`config.mk`:
```
export PLATFORM = sky130hd
export DESIGN_NAME = scw_converter
export DESIGN_NICKNAME = d
export VERILOG_FILES = /design/src/include/scw_pkg.sv /design/src/logic/scw_converter.sv
export SDC_FILE = /design/constraint.sdc
export NUM_CORES = 1
export LEC_CHECK = 0
export BUFFER_PORTS_ARGS = -buffer_cell sky130_fd_sc_hd__clkbuf_2
export CAP_MARGIN = 10
export CELL_PAD_IN_SITES_DETAIL_PLACEMENT = 1
export CELL_PAD_IN_SITES_GLOBAL_PLACEMENT = 2
export CORE_MARGIN = 2
export CORE_UTILIZATION = 39
export CTS_CLUSTER_DIAMETER = 120
export CTS_CLUSTER_SIZE = 14
export DETAILED_ROUTE_END_ITERATION = 8
export GPL_ROUTABILITY_DRIVEN = 0
export PLACE_DENSITY = 0.87
export SLEW_MARGIN = 25
export SYNTH_ARGS = -nofsm -noshare
export SYNTH_HDL_FRONTEND = slang
export SYNTH_HIERARCHICAL = 1
export SYNTH_SLANG_ARGS = --single-unit
export TNS_END_PERCENT = 50
```
`constraint.sdc`:
```
create_clock -name i_core_clk -period 7 [get_ports i_core_clk]
set_clock_uncertainty 0.1 [all_clocks]
set_input_delay 0.7 -clock i_core_clk [delete_from_list [all_inputs] [get_ports i_core_clk]]
set_output_delay 0.7 -clock i_core_clk [all_outputs]
set_load 0.005 [all_outputs]
```
`src/include/scw_pkg.sv`:
```
// Purpose: constants and carriers for the complex stream width converter
// Assumes: 12-bit signed components packed in 16-bit base units
// Notes: narrow side is one base unit per beat, wide side up to 8 units
package scw_pkg;
	localparam int CMP_W = 12;
	localparam int BU_W = 16;
	localparam int NU_MAX = 8;
	localparam int WIDE_W = 128;
	localparam int KEEP_W = 16;
	localparam int FIFO_DEPTH = 8;
	localparam int LEN_W = 16;
	localparam int SUM_W = 24;
	localparam logic [1:0] MODE_W32 = 2'h0;
	localparam logic [1:0] MODE_W64 = 2'h1;
	localparam logic [1:0] MODE_W128 = 2'h2;
	localparam logic [3:0] UNITS_W32 = 4'h2;
	localparam logic [3:0] UNITS_W64 = 4'h4;
	localparam logic [3:0] UNITS_W128 = 4'h8;

	typedef struct packed {
		logic signed [CMP_W-1:0] real_component;
		logic signed [CMP_W-1:0] imaginary_component;
	} scw_cplx_s;

	typedef struct packed {
		logic [BU_W-1:0] data;
		logic last;
	} scw_unit_s;

	typedef struct packed {
		logic [WIDE_W-1:0] data;
		logic [KEEP_W-1:0] keep;
		logic last;
	} scw_wide_s;
endpackage : scw_pkg

```
`src/logic/scw_converter.sv`:
```
// Purpose: serial/parallel conversion of signed complex streams
// Assumes: single clock, synchronous active-low reset
// Notes: upsize path sample -> units -> fifo -> wide; downsize wide -> units
`timescale 1ns/1ps

module scw_fifo #(
	parameter int WIDTH = 17,
	parameter int DEPTH = 8
) (
	input wire logic i_core_clk,
	input wire logic i_rstn,
	input wire logic i_in_valid,
	output logic o_in_ready,
	input wire logic [WIDTH-1:0] i_in_data,
	output logic o_out_valid,
	input wire logic i_out_ready,
	output logic [WIDTH-1:0] o_out_data
);
	localparam int AW = $clog2(DEPTH);
	logic [WIDTH-1:0] mem_ff [DEPTH];
	logic [AW:0] wr_ff;
	logic [AW:0] rd_ff;
	wire push = i_in_valid & o_in_ready;
	wire pop = o_out_valid & i_out_ready;
	wire full = (wr_ff[AW] != rd_ff[AW]) && (wr_ff[AW-1:0] == rd_ff[AW-1:0]);
	wire empty = (wr_ff == rd_ff);

	assign o_in_ready = ~full;
	assign o_out_valid = ~empty;
	assign o_out_data = mem_ff[rd_ff[AW-1:0]];

	always_ff @(posedge i_core_clk) begin
		if (!i_rstn) begin
			wr_ff <= '0;
			rd_ff <= '0;
		end else begin
			if (push)
				wr_ff <= wr_ff + 1'b1;
			if (pop)
				rd_ff <= rd_ff + 1'b1;
		end
	end

	always_ff @(posedge i_core_clk) begin
		if (push)
			mem_ff[wr_ff[AW-1:0]] <= i_in_data;
	end
endmodule : scw_fifo

module scw_converter
	import scw_pkg::*;
(
	input wire logic i_core_clk,
	input wire logic i_rstn,
	input wire logic [1:0] i_mode,
	input wire logic i_fix_en,
	input wire logic [LEN_W-1:0] i_fix_len,
	input wire logic [SUM_W-1:0] i_chk_expect,
	input wire logic i_smp_valid,
	output logic o_smp_ready,
	input wire scw_cplx_s i_smp,
	input wire logic i_smp_last,
	output logic o_up_valid,
	input wire logic i_up_ready,
	output scw_wide_s o_up,
	output logic o_chk_done,
	output logic o_chk_ok,
	input wire logic i_dn_valid,
	output logic o_dn_ready,
	input wire scw_wide_s i_dn,
	output logic o_nar_valid,
	input wire logic i_nar_ready,
	output logic [BU_W-1:0] o_nar_data,
	output logic o_nar_last
);

	// units per wide beat for the selected width
	wire [3:0] units = (i_mode == MODE_W32) ? UNITS_W32 :
		(i_mode == MODE_W64) ? UNITS_W64 : UNITS_W128;

	// ---- serializer: one complex sample becomes two base units
	logic phase_ff;
	wire [CMP_W-1:0] cur_cmp = phase_ff ? i_smp.imaginary_component
		: i_smp.real_component;
	scw_unit_s fin;
	assign fin.data = {{(BU_W-CMP_W){cur_cmp[CMP_W-1]}}, cur_cmp};
	assign fin.last = phase_ff & i_smp_last;
	wire fifo_in_ready;
	wire push = i_smp_valid & fifo_in_ready;
	// sample retires only with its imaginary unit, so the master holds it meanwhile
	assign o_smp_ready = fifo_in_ready & phase_ff;

	always_ff @(posedge i_core_clk) begin
		if (!i_rstn)
			phase_ff <= 1'b0;
		else if (push)
			phase_ff <= ~phase_ff;
	end

	wire fifo_out_valid;
	wire fifo_out_ready;
	scw_unit_s fout;
	scw_fifo #(
		.WIDTH($bits(scw_unit_s)),
		.DEPTH(FIFO_DEPTH)
	) u_fifo (
		.i_core_clk(i_core_clk),
		.i_rstn(i_rstn),
		.i_in_valid(i_smp_valid),
		.o_in_ready(fifo_in_ready),
		.i_in_data(fin),
		.o_out_valid(fifo_out_valid),
		.i_out_ready(fifo_out_ready),
		.o_out_data(fout)
	);

	// ---- upsizer
	logic [WIDE_W-1:0] acc_ff;
	logic [3:0] idx_ff;
	logic [LEN_W-1:0] len_ff;
	logic [SUM_W-1:0] sum_ff;
	logic up_valid_ff;
	scw_wide_s up_ff;
	logic chk_done_ff;
	logic chk_ok_ff;

	// output register frees in the cycle it is taken, so beats go back to back
	assign fifo_out_ready = ~up_valid_ff | i_up_ready;
	wire pop = fifo_out_valid & fifo_out_ready;
	wire len_end = (len_ff == i_fix_len - 1'b1);
	// fixed mode frames by count; the incoming marker is ignored there
	wire end_pkt = i_fix_en ? len_end : fout.last;
	wire [3:0] idx_nx = idx_ff + 4'h1;
	wire beat_full = (idx_nx == units) | end_pkt;
	wire [KEEP_W-1:0] keep_nx = ~(16'hFFFF << {idx_nx, 1'b0});

	// lane g takes the new unit at idx, older units below, zero above
	logic [WIDE_W-1:0] lanes;
	for (genvar g = 0; g < NU_MAX; g++) begin : g_lane
		assign lanes[g*BU_W +: BU_W] = (g == idx_ff) ? fout.data :
			(g < idx_ff) ? acc_ff[g*BU_W +: BU_W] : '0;
	end

	// checksum over significant bits only; pad bits never enter
	wire [SUM_W-1:0] unit_ext = {{(SUM_W-CMP_W){fout.data[CMP_W-1]}},
		fout.data[CMP_W-1:0]};
	wire [SUM_W-1:0] sum_nx = sum_ff + unit_ext;

	always_ff @(posedge i_core_clk) begin
		if (!i_rstn) begin
			acc_ff <= '0;
			idx_ff <= 4'h0;
			len_ff <= '0;
			sum_ff <= '0;
		end else if (pop) begin
			acc_ff <= lanes;
			idx_ff <= beat_full ? 4'h0 : idx_nx;
			len_ff <= end_pkt ? '0 : len_ff + 1'b1;
			sum_ff <= end_pkt ? '0 : sum_nx;
		end
	end

	always_ff @(posedge i_core_clk) begin
		if (!i_rstn) begin
			up_valid_ff <= 1'b0;
			up_ff <= '0;
		end else if (pop && beat_full) begin
			up_valid_ff <= 1'b1;
			up_ff.data <= lanes;
			up_ff.keep <= keep_nx;
			up_ff.last <= end_pkt;
		end else if (i_up_ready) begin
			up_valid_ff <= 1'b0;
		end
	end

	// bits above the selected width are not part of the channel
	wire [KEEP_W-1:0] mode_mask = ~(16'hFFFF << {units, 1'b0});

	always_ff @(posedge i_core_clk) begin
		if (!i_rstn) begin
			chk_done_ff <= 1'b0;
			chk_ok_ff <= 1'b0;
		end else begin
			chk_done_ff <= pop & end_pkt;
			if (pop && end_pkt)
				chk_ok_ff <= (sum_nx == i_chk_expect);
		end
	end

	assign o_up_valid = up_valid_ff;
	assign o_up = up_ff;
	assign o_chk_done = chk_done_ff;
	assign o_chk_ok = chk_ok_ff;

	// ---- downsizer
	logic [WIDE_W-1:0] dbuf_ff;
	logic [3:0] dcnt_ff;
	logic dlast_ff;
	logic dbusy_ff;

	// keep is looked at only on the last beat; packed streams need no more
	logic [3:0] keep_units;
	always_comb begin
		keep_units = 4'h0;
		for (int k = 0; k < NU_MAX; k++)
			keep_units = keep_units + {3'h0, i_dn.keep[2*k]};
	end
	wire [3:0] dn_units = i_dn.last ? keep_units : units;
	wire nar_take = dbusy_ff & i_nar_ready;
	wire dn_final = nar_take & (dcnt_ff == 4'h1);
	assign o_dn_ready = ~dbusy_ff | dn_final;
	wire dn_load = i_dn_valid & o_dn_ready;

	always_ff @(posedge i_core_clk) begin
		if (!i_rstn) begin
			dbuf_ff <= '0;
			dcnt_ff <= 4'h0;
			dlast_ff <= 1'b0;
			dbusy_ff <= 1'b0;
		end else if (dn_load) begin
			// an all-null beat is dropped rather than sent as empty units
			dbuf_ff <= i_dn.data;
			dcnt_ff <= dn_units;
			dlast_ff <= i_dn.last;
			dbusy_ff <= (dn_units != 4'h0);
		end else if (nar_take) begin
			dbuf_ff <= {{BU_W{1'b0}}, dbuf_ff[WIDE_W-1:BU_W]};
			dcnt_ff <= dcnt_ff - 4'h1;
			dbusy_ff <= (dcnt_ff != 4'h1);
		end
	end

	assign o_nar_valid = dbusy_ff;
	assign o_nar_data = dbuf_ff[BU_W-1:0];
	assign o_nar_last = dlast_ff & (dcnt_ff == 4'h1);
endmodule : scw_converter

```
==> summary.md, run 1 <==
| Metric | Value |
|---|---|
| Outcome | finished clean |
| Crit-path cells | buf_4 > mux4_1 > mux2_2 > ha_1 > fa_1 > a211oi_1 > nor3b_1 > and2_0 > o32ai_1 > o211ai_1 > a221o_1 > a21oi_1 > xnor2_1 > xor2_1 > o31ai_1 |
| Core Region | 69,700 um2 |
| Syn Area/Cell | 9.75 um2 |
| Final Max Tran Viols | 0 |
| NetSw | 5100 uW |
| Initial core utilization | 39.2% |
| Hold Crit Depth | 3 |
| CP Max Fanout | 23 |
| WL per Instance | 21.9 um |
| Final antenna-violating net count | 0 |
| Global-route wire length before repair | ~130,000 um |
| Highest achievable clock rate | approximately 180 MHz |
| Via/cell ratio | 5.62 |
| Clock sink count | just under 600 |
| GRT Resource Usage Total | 23.1% |
| I/O Pins | approximately 390 |
| Final Critical Period | ~5.5 ns |
| Slowest Stage Delay on Critical Path | 0.60 ns |
| Largest net degree at the start of global routing | 175 |
| Yosys warnings | 6 |
| Vias in the first global route | between 20,000 and 25,000 |
| Vias | roughly 22,000 |
| Hold Path Class | in2reg |
| Worst skew pair latency | approximately 0.62 ns |
| Sw Share | 40.6% |
| Die area | approximately 72,000 um2 |
| Reg2Reg Capture Point | o_chk_ok$_SDFFE_PN0P_ |
| CTS Root Cell | clkbuf_16 |
| Combinational Power Share | between 40% and 50% |
| Final WS setup | approximately 1.5 ns |
| Sequential Power Share | 39.2% |
| # rows | between 90 and 100 |
| Slew HR | between 20% and 30% |
| Synth cell types | just under 80 |
| Setup Buffers After CTS | 0 |
| Flop2flop setup slack | around 1.5 ns |
| Commonest non-fill, non-tap cell in the layout | dfxtp_1 |
| CTS max path bufs | 3 |
| Worst-case reg-to-reg path depth | 15 |
| Sequential cell area | 13,300 um2 |
| Pre-antenna DRT Iters | 5 |
| Setup CP Type | reg2reg |
| Worst Tran Pin Value | 1.05 ns |
| Nets | approximately 3,200 |
| Primary FF master, synth | dfxtp_1 |
| TritonCTS clock tree | done |
| Die Span Y | between 200 and 300 um |
| Leakage | 0.0115 uW |
| Routed WL | approximately 86,000 um |
| Iter 0 DRT Violations | 1,518 |
| Max-cap violations | 0 |
| CP max-delay cell | mux4_1 |
| Yosys reg bits | 594 |
| PD cells | 408 nW/um2 |
| Synth Instances | about 2,800 |
| CP Launch Type | register |
| Dpl ws | 1.53 ns |
| WP buf/inv | 1 |
| VDD IR max | approximately 310 uV |
| Final setup fails | 0 |
| Initial antenna violation count | 7 |
| Critical Path End | o_chk_ok$_SDFFE_PN0P_ |
| Post-synth EDFFs | 136 |
| Synth-to-Final Area Change | 12.6% |
| Die Width | ~270 um |
| Worst-path clk slew | around 0.08 ns |
| CTS Buf Count | 48 |
| Internal power | 7470 uW |
| Async set or reset register ratio after synthesis | 0% |
| Endpoint class of the critical path | register |
| FILL cells | about 8,000 |
| Share of layout cells above drive strength 1 | ~22% |
| Crit path max-delay family | compound AO/OA/AOI/OAI gates |
| IO Port Bufs | 378 |
| Hold-fix buffers, CTS | 0 |
| Post-route DRC | 0 |
| Post-cts sizing count | 0 |
| Syn Nets | between 3,000 and 4,000 |
| Worst path required time | approximately 7.4 ns |
| H-tree depth | 2 |
| Final hold viol count | 0 |
| GRT Residual Overflow | 0 |
| Final period util | slightly below 80% |
| Multi-input logic area | roughly 13,000 um2 |
| Most frequent cells in the layout | dfxtp_1, nor2_1, clkbuf_2 |
| RSZ-0062 raised after global routing | false |
| Detailed placement HPWL | between 50,000 and 60,000 um |
| Crit path DAT | around 5.9 ns |
| Critical path depth | 15 |
| Setup_tns | 0 ns |
| Sequential share of the synthesized area | 48.5% |
| Clock power frac | 20.2% |
| Mapped cell area | about 27,000 um2 |
worst reg2reg max path: cells and delay by family (launching register included):
| family | cells | cell delay (ns) |
|---|---|---|
| AOI/OAI and AO/OA | 6 | 2.16 |
| muxes | 2 | 1.02 |
| buffers and inverters | 1 | 0.38 |
| DFF | 1 | 0.34 |
| adders and majority gates | 2 | 0.70 |
| xor gates and xnor gates | 2 | 0.29 |
| and+or+nand+nor | 2 | 0.42 |
routing by layer:
layer | GRT usage [%] | part of all wire (%) | vias up
li1 | - | - | 10500
met1 | 30.5 | 44 | 11000
met2 | 38.2 | 47 | 548
met3 | 3.35 | 4.7 | 154
met4 | 9.16 | 3.8 | 0
met5 | 0 | 0 | -
Yosys cell counts (6+ instances only):
cell type | number | area (um2)
dfxtp_1 | 458 | 9170
clkbuf_1 | 198 | 743
a22oi_1 | 52 | 390
buf_1 | 6 | 22.5
a211oi_2 | 104 | 1300
edfxtp_1 | 136 | 4080
nand3_1 | 169 | 846
inv_1 | 30 | 113
mux4_2 | 11 | 248
nor2_1 | 431 | 1620
mux2i_1 | 29 | 290
a21oi_1 | 148 | 741
nand2_1 | 260 | 976
a31oi_1 | 7 | 43.8
and3_1 | 56 | 350
o21ai_0 | 22 | 110
mux4_1 | 23 | 604
a221o_1 | 17 | 170
buf_4 | 40 | 300
a311oi_1 | 118 | 1030
nand4_1 | 12 | 75.1
nor2_2 | 20 | 125
nor3_1 | 16 | 80.1
a21o_1 | 8 | 60.1
xnor2_1 | 41 | 359
a211oi_1 | 115 | 863
buf_6 | 10 | 113
buf_2 | 19 | 95.1
and2_1 | 11 | 68.8
nand2b_1 | 16 | 100
o21a_1 | 6 | 45.0
mux2_2 | 30 | 338
xor2_1 | 47 | 412
ha_1 | 37 | 463
registers in the layout (all words and copies together), names as in the netlist, named ones only:
register       flops
dbuf_ff          128
u_fifo/mem_ff    136
o_up_valid         1
phase_ff           1
u_fifo/wr_ff       4
o_up             137
o_chk_ok           1
acc_ff           128
sum_ff            24
dcnt_ff            4
dlast_ff           1
o_chk_done         1
o_nar_valid        1
len_ff            16
u_fifo/rd_ff       4
idx_ff             4
worst min path at each step:
stage	start	end	slack, ns
3_5_place_dp	acc_ff[14]$_SDFFE_PN0P_	acc_ff[14]$_SDFFE_PN0P_	0.35
4_1_cts	i_dn[139]	dbuf_ff[122]$_SDFFE_PN0P_	0.18
5_1_grt	i_dn[137]	dbuf_ff[120]$_SDFFE_PN0P_	0.20
3_3_place_gp	sum_ff[18]$_SDFFE_PN0P_	sum_ff[18]$_SDFFE_PN0P_	0.34
6_report	i_dn[143]	dbuf_ff[126]$_SDFFE_PN0P_	0.22
2_1_floorplan	dlast_ff$_SDFFE_PN0P_	dlast_ff$_SDFFE_PN0P_	0.33
layout make-up:
class                           instances  share of cell area [%]
Antenna cell                            7                  0.0569
Tap cell                              940                    3.82
Clock inverter                          4                   0.276
Clock buffer                           64                    4.10
Sequential cell                       594                    43.1
Inverter                               30                   0.407
Multi-Input combinational cell       1898                    41.2
Timing Repair Buffer                  408                    7.11
per-stage QoR:
step	utilization, %	power [uW]	hold WS, ns	cell area [um2]	cells
3_5_place_dp	42.2	10100	0.349	29400	3869
3_3_place_gp	42.1	9780	0.342	29300	3867
6_report	44.2	12600	0.219	30800	3945
4_1_cts	44.1	12700	0.176	30700	3937
2_1_floorplan	-	8470	0.332	27300	2801
5_1_grt	44.2	13400	0.198	30800	3940
power by group through the flow:
| stage | Combinational (uW) | Clock (uW) | Sequential (uW) |
|---|---|---|---|
| 2_1_floorplan | 3680 | 0 | 4780 |
| 3_3_place_gp | 4850 | 0 | 4920 |
| 3_5_place_dp | 5100 | 0 | 4970 |
| 4_1_cts | 5130 | 2620 | 4910 |
| 5_1_grt | 5630 | 2720 | 5010 |
| 6_report | 5100 | 2540 | 4920 |
logic make-up after synthesis:
family	Yosys count	share of synthesized area (%)
compound gates	643	18.9
xor+xnor	90	2.98
fa+ha+maj	42	2.06
buf+inv	309	5.46
flops	594	48.5
mux	93	5.42
simple gates	1030	16.7
Power figures use the tool's default switching activity.
==> run 2: changes to the inputs <==
ABC_AREA = 1   (was not set)
CORE_UTILIZATION = 30   (was 39)
PLACE_DENSITY = 0.79   (was 0.87)
clock period = 4.9 ns   (was 7 ns; I/O delays follow)
==> summary.md, run 2 <==
| Metric | Value |
|---|---|
| Outcome | finished clean |
| Synth cell types | 44 |
| Vias | 25,600 |
| RSZ-0062 raised after global routing | false |
| CTS max path bufs | 3 |
| Multi-input logic area | ~12,000 um2 |
| Setup CP Type | reg2reg |
| Compound-gate portion of the synthesized area | between 10% and 20% |
| Final Max Tran Viols | 0 |
| # rows | approximately 110 |
| Synth Area in XOR/XNOR | approximately 1.2% |
| CP Max Fanout | about 70 |
| Setup_tns | 0 ns |
| FILL cells | about 12,000 |
| Pre-antenna DRT Iters | 7 |
| Commonest non-fill, non-tap cell in the layout | nand2_1 |
| Top cells by count, synth | nand2_1, nor2_1, inv_1 |
| Most frequent cells in the layout | nand2_1, nor2_1, inv_1 |
| Final period util | between 80% and 90% |
| Final setup fails | 0 |
| Setup Buffers After CTS | 0 |
| IO Port Bufs | 378 |
| Largest net degree at the start of global routing | around 210 |
| Syn Area/Cell | roughly 7.3 um2 |
| Worst-path clk slew | about 0.07 ns |
| Max reg flops | between 100 and 150 |
| Final antenna-violating net count | 0 |
| Post-synthesis mux area share | 0% |
| Post-synth EDFFs | ~140 |
| Routed WL | roughly 100,000 um |
| Hold Path Class | in2reg |
| # placed instances | 5,278 |
| Synth-to-Final Area Change | 15.5% |
| Slew HR | 32.6% |
| Vias in the first global route | 25,500 |
| CP Launch Type | register |
| GRT Residual Overflow | 0 |
| Endpoint class of the critical path | register |
| Mapped cell area | 27,900 um2 |
| Yosys reg bits | 594 |
| Post-cts sizing count | 0 |
| Iter 0 DRT Violations | 1,457 |
| Primary FF master, synth | dfxtp_1 |
| Synth Instances | 3,838 |
| Worst path required time | approximately 5.3 ns |
| Worst Tran Pin Value | 1.01 ns |
| Sequential cell area | around 13,000 um2 |
| Leakage | roughly 0.015 uW |
| Async set or reset register ratio after synthesis | 0% |
| PD cells | between 500 and 600 nW/um2 |
| Leading area contributor after synthesis | dfxtp_1 |
| Sequential share of the synthesized area | 47.4% |
| Synth top area share | 32.8% |
| Hold-fix buffers, CTS | 13 |
| Global-route wire length before repair | about 150,000 um |
| H-tree depth | 2 |
| Adder and majority cell fraction of the synthesized area | 2.01% |
| Crit path DAT | between 4 and 5 ns |
| CTS Buf Count | 48 |
| WL per Instance | ~18 um |
| VDD IR max | 496 uV |
| Final Critical Period | 4.05 ns |
| Syn Nets | approximately 4,100 |
| Post-route DRC | 0 |
| Die Width | about 300 um |
| Max-cap violations | 0 |
| Simple-gate share of the synthesized area | a little over a quarter |
| Nets | about 4,400 |
| Largest family of logic cells by synthesized area | simple AND/OR/NAND/NOR gates |
| Area contributors post-synth | dfxtp_1, edfxtp_1, nand2_1, nor2_1, nand3_1 |
| Core Region | 91,900 um2 |
| Clock sink count | between 500 and 600 |
| Die area | approximately 96,000 um2 |
| Highest achievable clock rate | 247 MHz |
| Detailed placement HPWL | around 65,000 um |
| Final hold viol count | 0 |
| CTS Root Cell | clkbuf_16 |
| Final Instance Count excl. Fillers | roughly 5,400 |
| Via/cell ratio | ~4.8 |
| Initial antenna violation count | 12 |
| Die Span Y | ~310 um |
| Share of layout cells above drive strength 1 | 12.7% |
| TritonCTS clock tree | done |
| Yosys warnings | 6 |
| Initial core utilization | a little under a third |
| Count leader, synth | nand2_1 |
| I/O Pins | roughly 390 |
| GRT Resource Usage Total | 20.0% |
| Worst skew pair latency | 0.61 ns |
==> run 2: changes by cell type in the layout (fill, tap and decap cells not counted), sizes merged, moves of 118 or more <==
cell,delta
inv,+439
nand2,+636
a211oi,-201
o21ai,+362
a311oi,-118
nand3,+186
==> run 2: worst paths after layout <==
check,end,cells past startpoint,startpoint,slack (ns)
max,o_chk_ok$_SDFFE_PN0P_,22,register,0.85
min,dbuf_ff[125]$_SDFFE_PN0P_,3,i_dn[142],0.03
max reg2reg,o_chk_ok$_SDFFE_PN0P_,22,register,0.85
min reg2reg,o_up[24]$_SDFFE_PN0P_,2,o_up[24]$_SDFFE_PN0P_,0.35
==> run 2: cells by family (layout without fill, tap and decap cells) <==
group	count (synthesis)	after routing
AO/OA/AOI/OAI	654	654
XOR/XNOR	35	35
adder cells (fa/ha/maj)	42	42
buffers and inverters	707	982
flip-flops	594	594
other	0	10
AND/OR/NAND/NOR	1806	1806
==> run 2: metrics by stage <==
| step | utilization (%) | instance area, um2 | power (uW) | hold WS, ns | worst slack (ns) |
|---|---|---|---|---|---|
| floorplan | - | 27900 | 11500 | 0.330 | 1.62 |
| global placement | 33.5 | 30800 | 14300 | 0.332 | 0.856 |
| detailed placement | 33.5 | 30800 | 14400 | 0.336 | 0.813 |
| CTS | 35.1 | 32200 | 18200 | 0.000172 | 0.788 |
| global route | 35.1 | 32300 | 19400 | 0.0228 | 0.489 |
| finish | 35.1 | 32300 | 17900 | 0.0339 | 0.847 |
==> run 2: critical path, cell delays in order, from the launching register on <==
cell	delay (ns)
dfxtp_2	0.33
buf_4	0.58
nor2_1	0.12
nor2_1	0.15
o21ai_0	0.12
o21ai_0	0.11
nand2_1	0.06
nand2_1	0.13
ha_1	0.21
fa_1	0.47
xnor2_1	0.17
nand2_1	0.06
nor2_1	0.17
nand2_1	0.07
nor2_1	0.11
nand3_1	0.07
nor2_1	0.18
nand2_1	0.08
nor2_1	0.17
nand3_1	0.14
nor2_1	0.20
nand3_1	0.10
nand2_1	0.06
==> run 2: final cells by class <==
class | instances | share of cell area, %
diodes | 10 | 0.0776
clock buffers | 61 | 3.94
clock inverters | 4 | 0.0931
inverters | 469 | 5.49
multi-input cells | 2537 | 36.6
flip-flops and latches | 594 | 41.1
well taps | 1243 | 4.82
repair buffers | 448 | 7.85
==> run 2: report_power, final <==
part           leakage [uW]  internal [uW]  total [uW]  switching, uW
logic               0.00964           2400        7720           5320
registers           0.00500           5980        6490            508
clock network      0.000631           1810        3660           1850
total                0.0153          10200       17900           7680
==> run 2: per-layer routing <==
layer / track usage (%) / routed length, um / vias up
met4: 5.06 / 1850 / 6
met2: 33.3 / 45300 / 426
met1: 26.9 / 45700 / 12200
met5: 0 / 37 / -
li1: - / - / 12800
met3: 3.15 / 4340 / 96
==> run 3: changes to the inputs <==
CORE_UTILIZATION = 33   (was 30)
PLACE_DENSITY = 0.82   (was 0.79)
clock period = 3.9 ns   (was 4.9 ns; I/O delays follow)
==> summary.md, run 3 (same netlist as run 2, synthesis figures left out) <==
| Metric | Value |
|---|---|
| Outcome | finished clean |
| CP Max Fanout | 52 |
| GRT Resource Usage Total | roughly 22% |
| Commonest non-fill, non-tap cell in the layout | nand2_1 |
| Largest net degree at the start of global routing | 119 |
| GRT Residual Overflow | 0 |
| Synth-to-Final Area Change | 19.0% |
| Routed WL | 97,200 um |
| Final WS setup | roughly 0.36 ns |
| Placed Area | 30,700 um2 |
| Setup CP Type | reg2reg |
| Final Max Tran Viols | 0 |
| Initial core utilization | about a third |
| # rows | ~110 |
| Pre-antenna DRT Iters | 5 |
| Leakage | approximately 0.016 uW |
| Vias | between 20,000 and 30,000 |
| Share of layout cells above drive strength 1 | between 10% and 20% |
| Max reg flops | 137 |
| Final Critical Period | approximately 3.5 ns |
| Dpl ws | approximately 0.32 ns |
| Global-route wire length before repair | around 150,000 um |
| Final antenna-violating net count | 0 |
| Initial antenna violation count | 9 |
| CTS Buf Count | 48 |
| WL per Instance | 18.1 um |
| Worst Tran Pin Value | between 0.9 and 1 ns |
| TritonCTS clock tree | done |
| Vias in the first global route | 25,800 |
| Setup Buffers After CTS | 0 |
| Die Span Y | approximately 290 um |
| Max-cap violations | 0 |
| Final setup fails | 0 |
| Final instance area | around 33,000 um2 |
| Clock sink count | 594 |
| Nets | about 4,500 |
| VDD IR max | 320 uV |
| Iter 0 DRT Violations | around 1,400 |
| Worst path required time | roughly 4.4 ns |
| Final hold slack | ~0.040 ns |
| Worst skew pair latency | 0.60 ns |
| Die area | approximately 87,000 um2 |
| CTS Root Cell | clkbuf_16 |
| Slowest Stage Delay on Critical Path | roughly 0.42 ns |
| Via/cell ratio | 4.87 |
| Endpoint class of the critical path | register |
| Final hold viol count | 0 |
| Core Region | 83,700 um2 |
| H-tree depth | 2 |
| CP max-delay cell | dfxtp_2 |
| Hold Path Class | in2reg |
| Detailed placement HPWL | 65,000 um |
| WP buf/inv | 2 |
| IO Port Bufs | around 380 |
| Crit-path cells | inv_2 > buf_12 > o21ai_1 > o21ai_1 > nand2_1 > nand2_1 > ha_1 > a21oi_1 > nand2_1 > nand2_1 > nand2_1 > nand2_1 > and2_1 > nor2_1 > nor2_1 > nand2_1 > nor2_1 > nand3_1 > nor2_1 > nand3_1 > nand2_1 |
| Slew HR | approximately a third |
| Most frequent cells in the layout | nand2_1, nor2_1, inv_1 |
| Post-route DRC | 0 |
| Final period util | about nine tenths |
| Crit path DAT | around 4 ns |
| Cell mode on critical path | nand2_1 |
| Worst-path clk slew | ~0.080 ns |
| CTS max path bufs | 3 |
| PD cells | 676 nW/um2 |
| CP Launch Type | register |
| Highest achievable clock rate | approximately 280 MHz |
| I/O Pins | between 300 and 400 |
| Crit path max-delay family | simple AND/OR/NAND/NOR gates |
| Die Width | approximately 290 um |
## run 3: cell count changes in the layout (fill, tap and decap cells not counted), moves of 2 or more
| cell | before | now |
|---|---|---|
| buf_12 | 6 | 9 |
| diode_2 | 10 | 7 |
| dlygate4sd3_1 | 13 | 120 |
| nor2_1 | 496 | 498 |
| nor2_2 | 5 | 3 |
## run 3: metal layers
metal	track usage, %	share of wire [%]	vias to the layer above
met4	5.15	2.3	4
met5	0	0.027	-
met3	3.19	4.3	115
met1	29.2	46	12500
li1	-	-	13000
met2	36.4	47	459
## run 3: layout make-up
type,count,area [um2]
Antenna cell,7,17.5
Timing Repair Buffer,559,3690
Clock buffer,59,1240
Fill cell,10500,50400
Tap cell,1134,1420
Inverter,469,1770
Multi-Input combinational cell,2537,11800
Sequential cell,594,13300
Clock inverter,4,36.3
## run 3: power by group
part           internal, uW  switching, uW
clock network          2230           2330
registers              7520            676
logic                  3050           6690
total                 12800           9690
## run 3: worst paths after layout
kind,from,to,slack [ns],cells past startpoint
hold reg to reg,o_up[120]$_SDFFE_PN0P_,o_up[120]$_SDFFE_PN0P_,0.35,2
setup reg to reg,register,o_chk_ok$_SDFFE_PN0P_,0.36,21
hold / removal,i_dn[86],dbuf_ff[69]$_SDFFE_PN0P_,0.04,5
setup / recovery,register,o_chk_ok$_SDFFE_PN0P_,0.36,21
## run 3: tightest hold or removal path, cell delays in order
cell	delay, ns
clkbuf_2	0.10
nand2_1	0.06
nand3_1	0.07
nand2_1	0.05
inv_1	0.04
## run 3: stage by stage
stage	setup TNS, ns	util [%]	instances	power [uW]
6_report	0	39.7	5363	22500
2_1_floorplan	0	-	3838	14500
3_5_place_dp	0	36.7	5172	18000
5_1_grt	-0.0431	39.7	5362	24300
4_1_cts	0	39.7	5355	22800
3_3_place_gp	0	36.7	5172	17800
## run 3: timing repair
action | CTS | global route
hold buffers | 120 | 0
setup endpoints to repair | 0 | 1
gates resized for setup | 0 | 1
hold endpoints to repair | 120 | 0
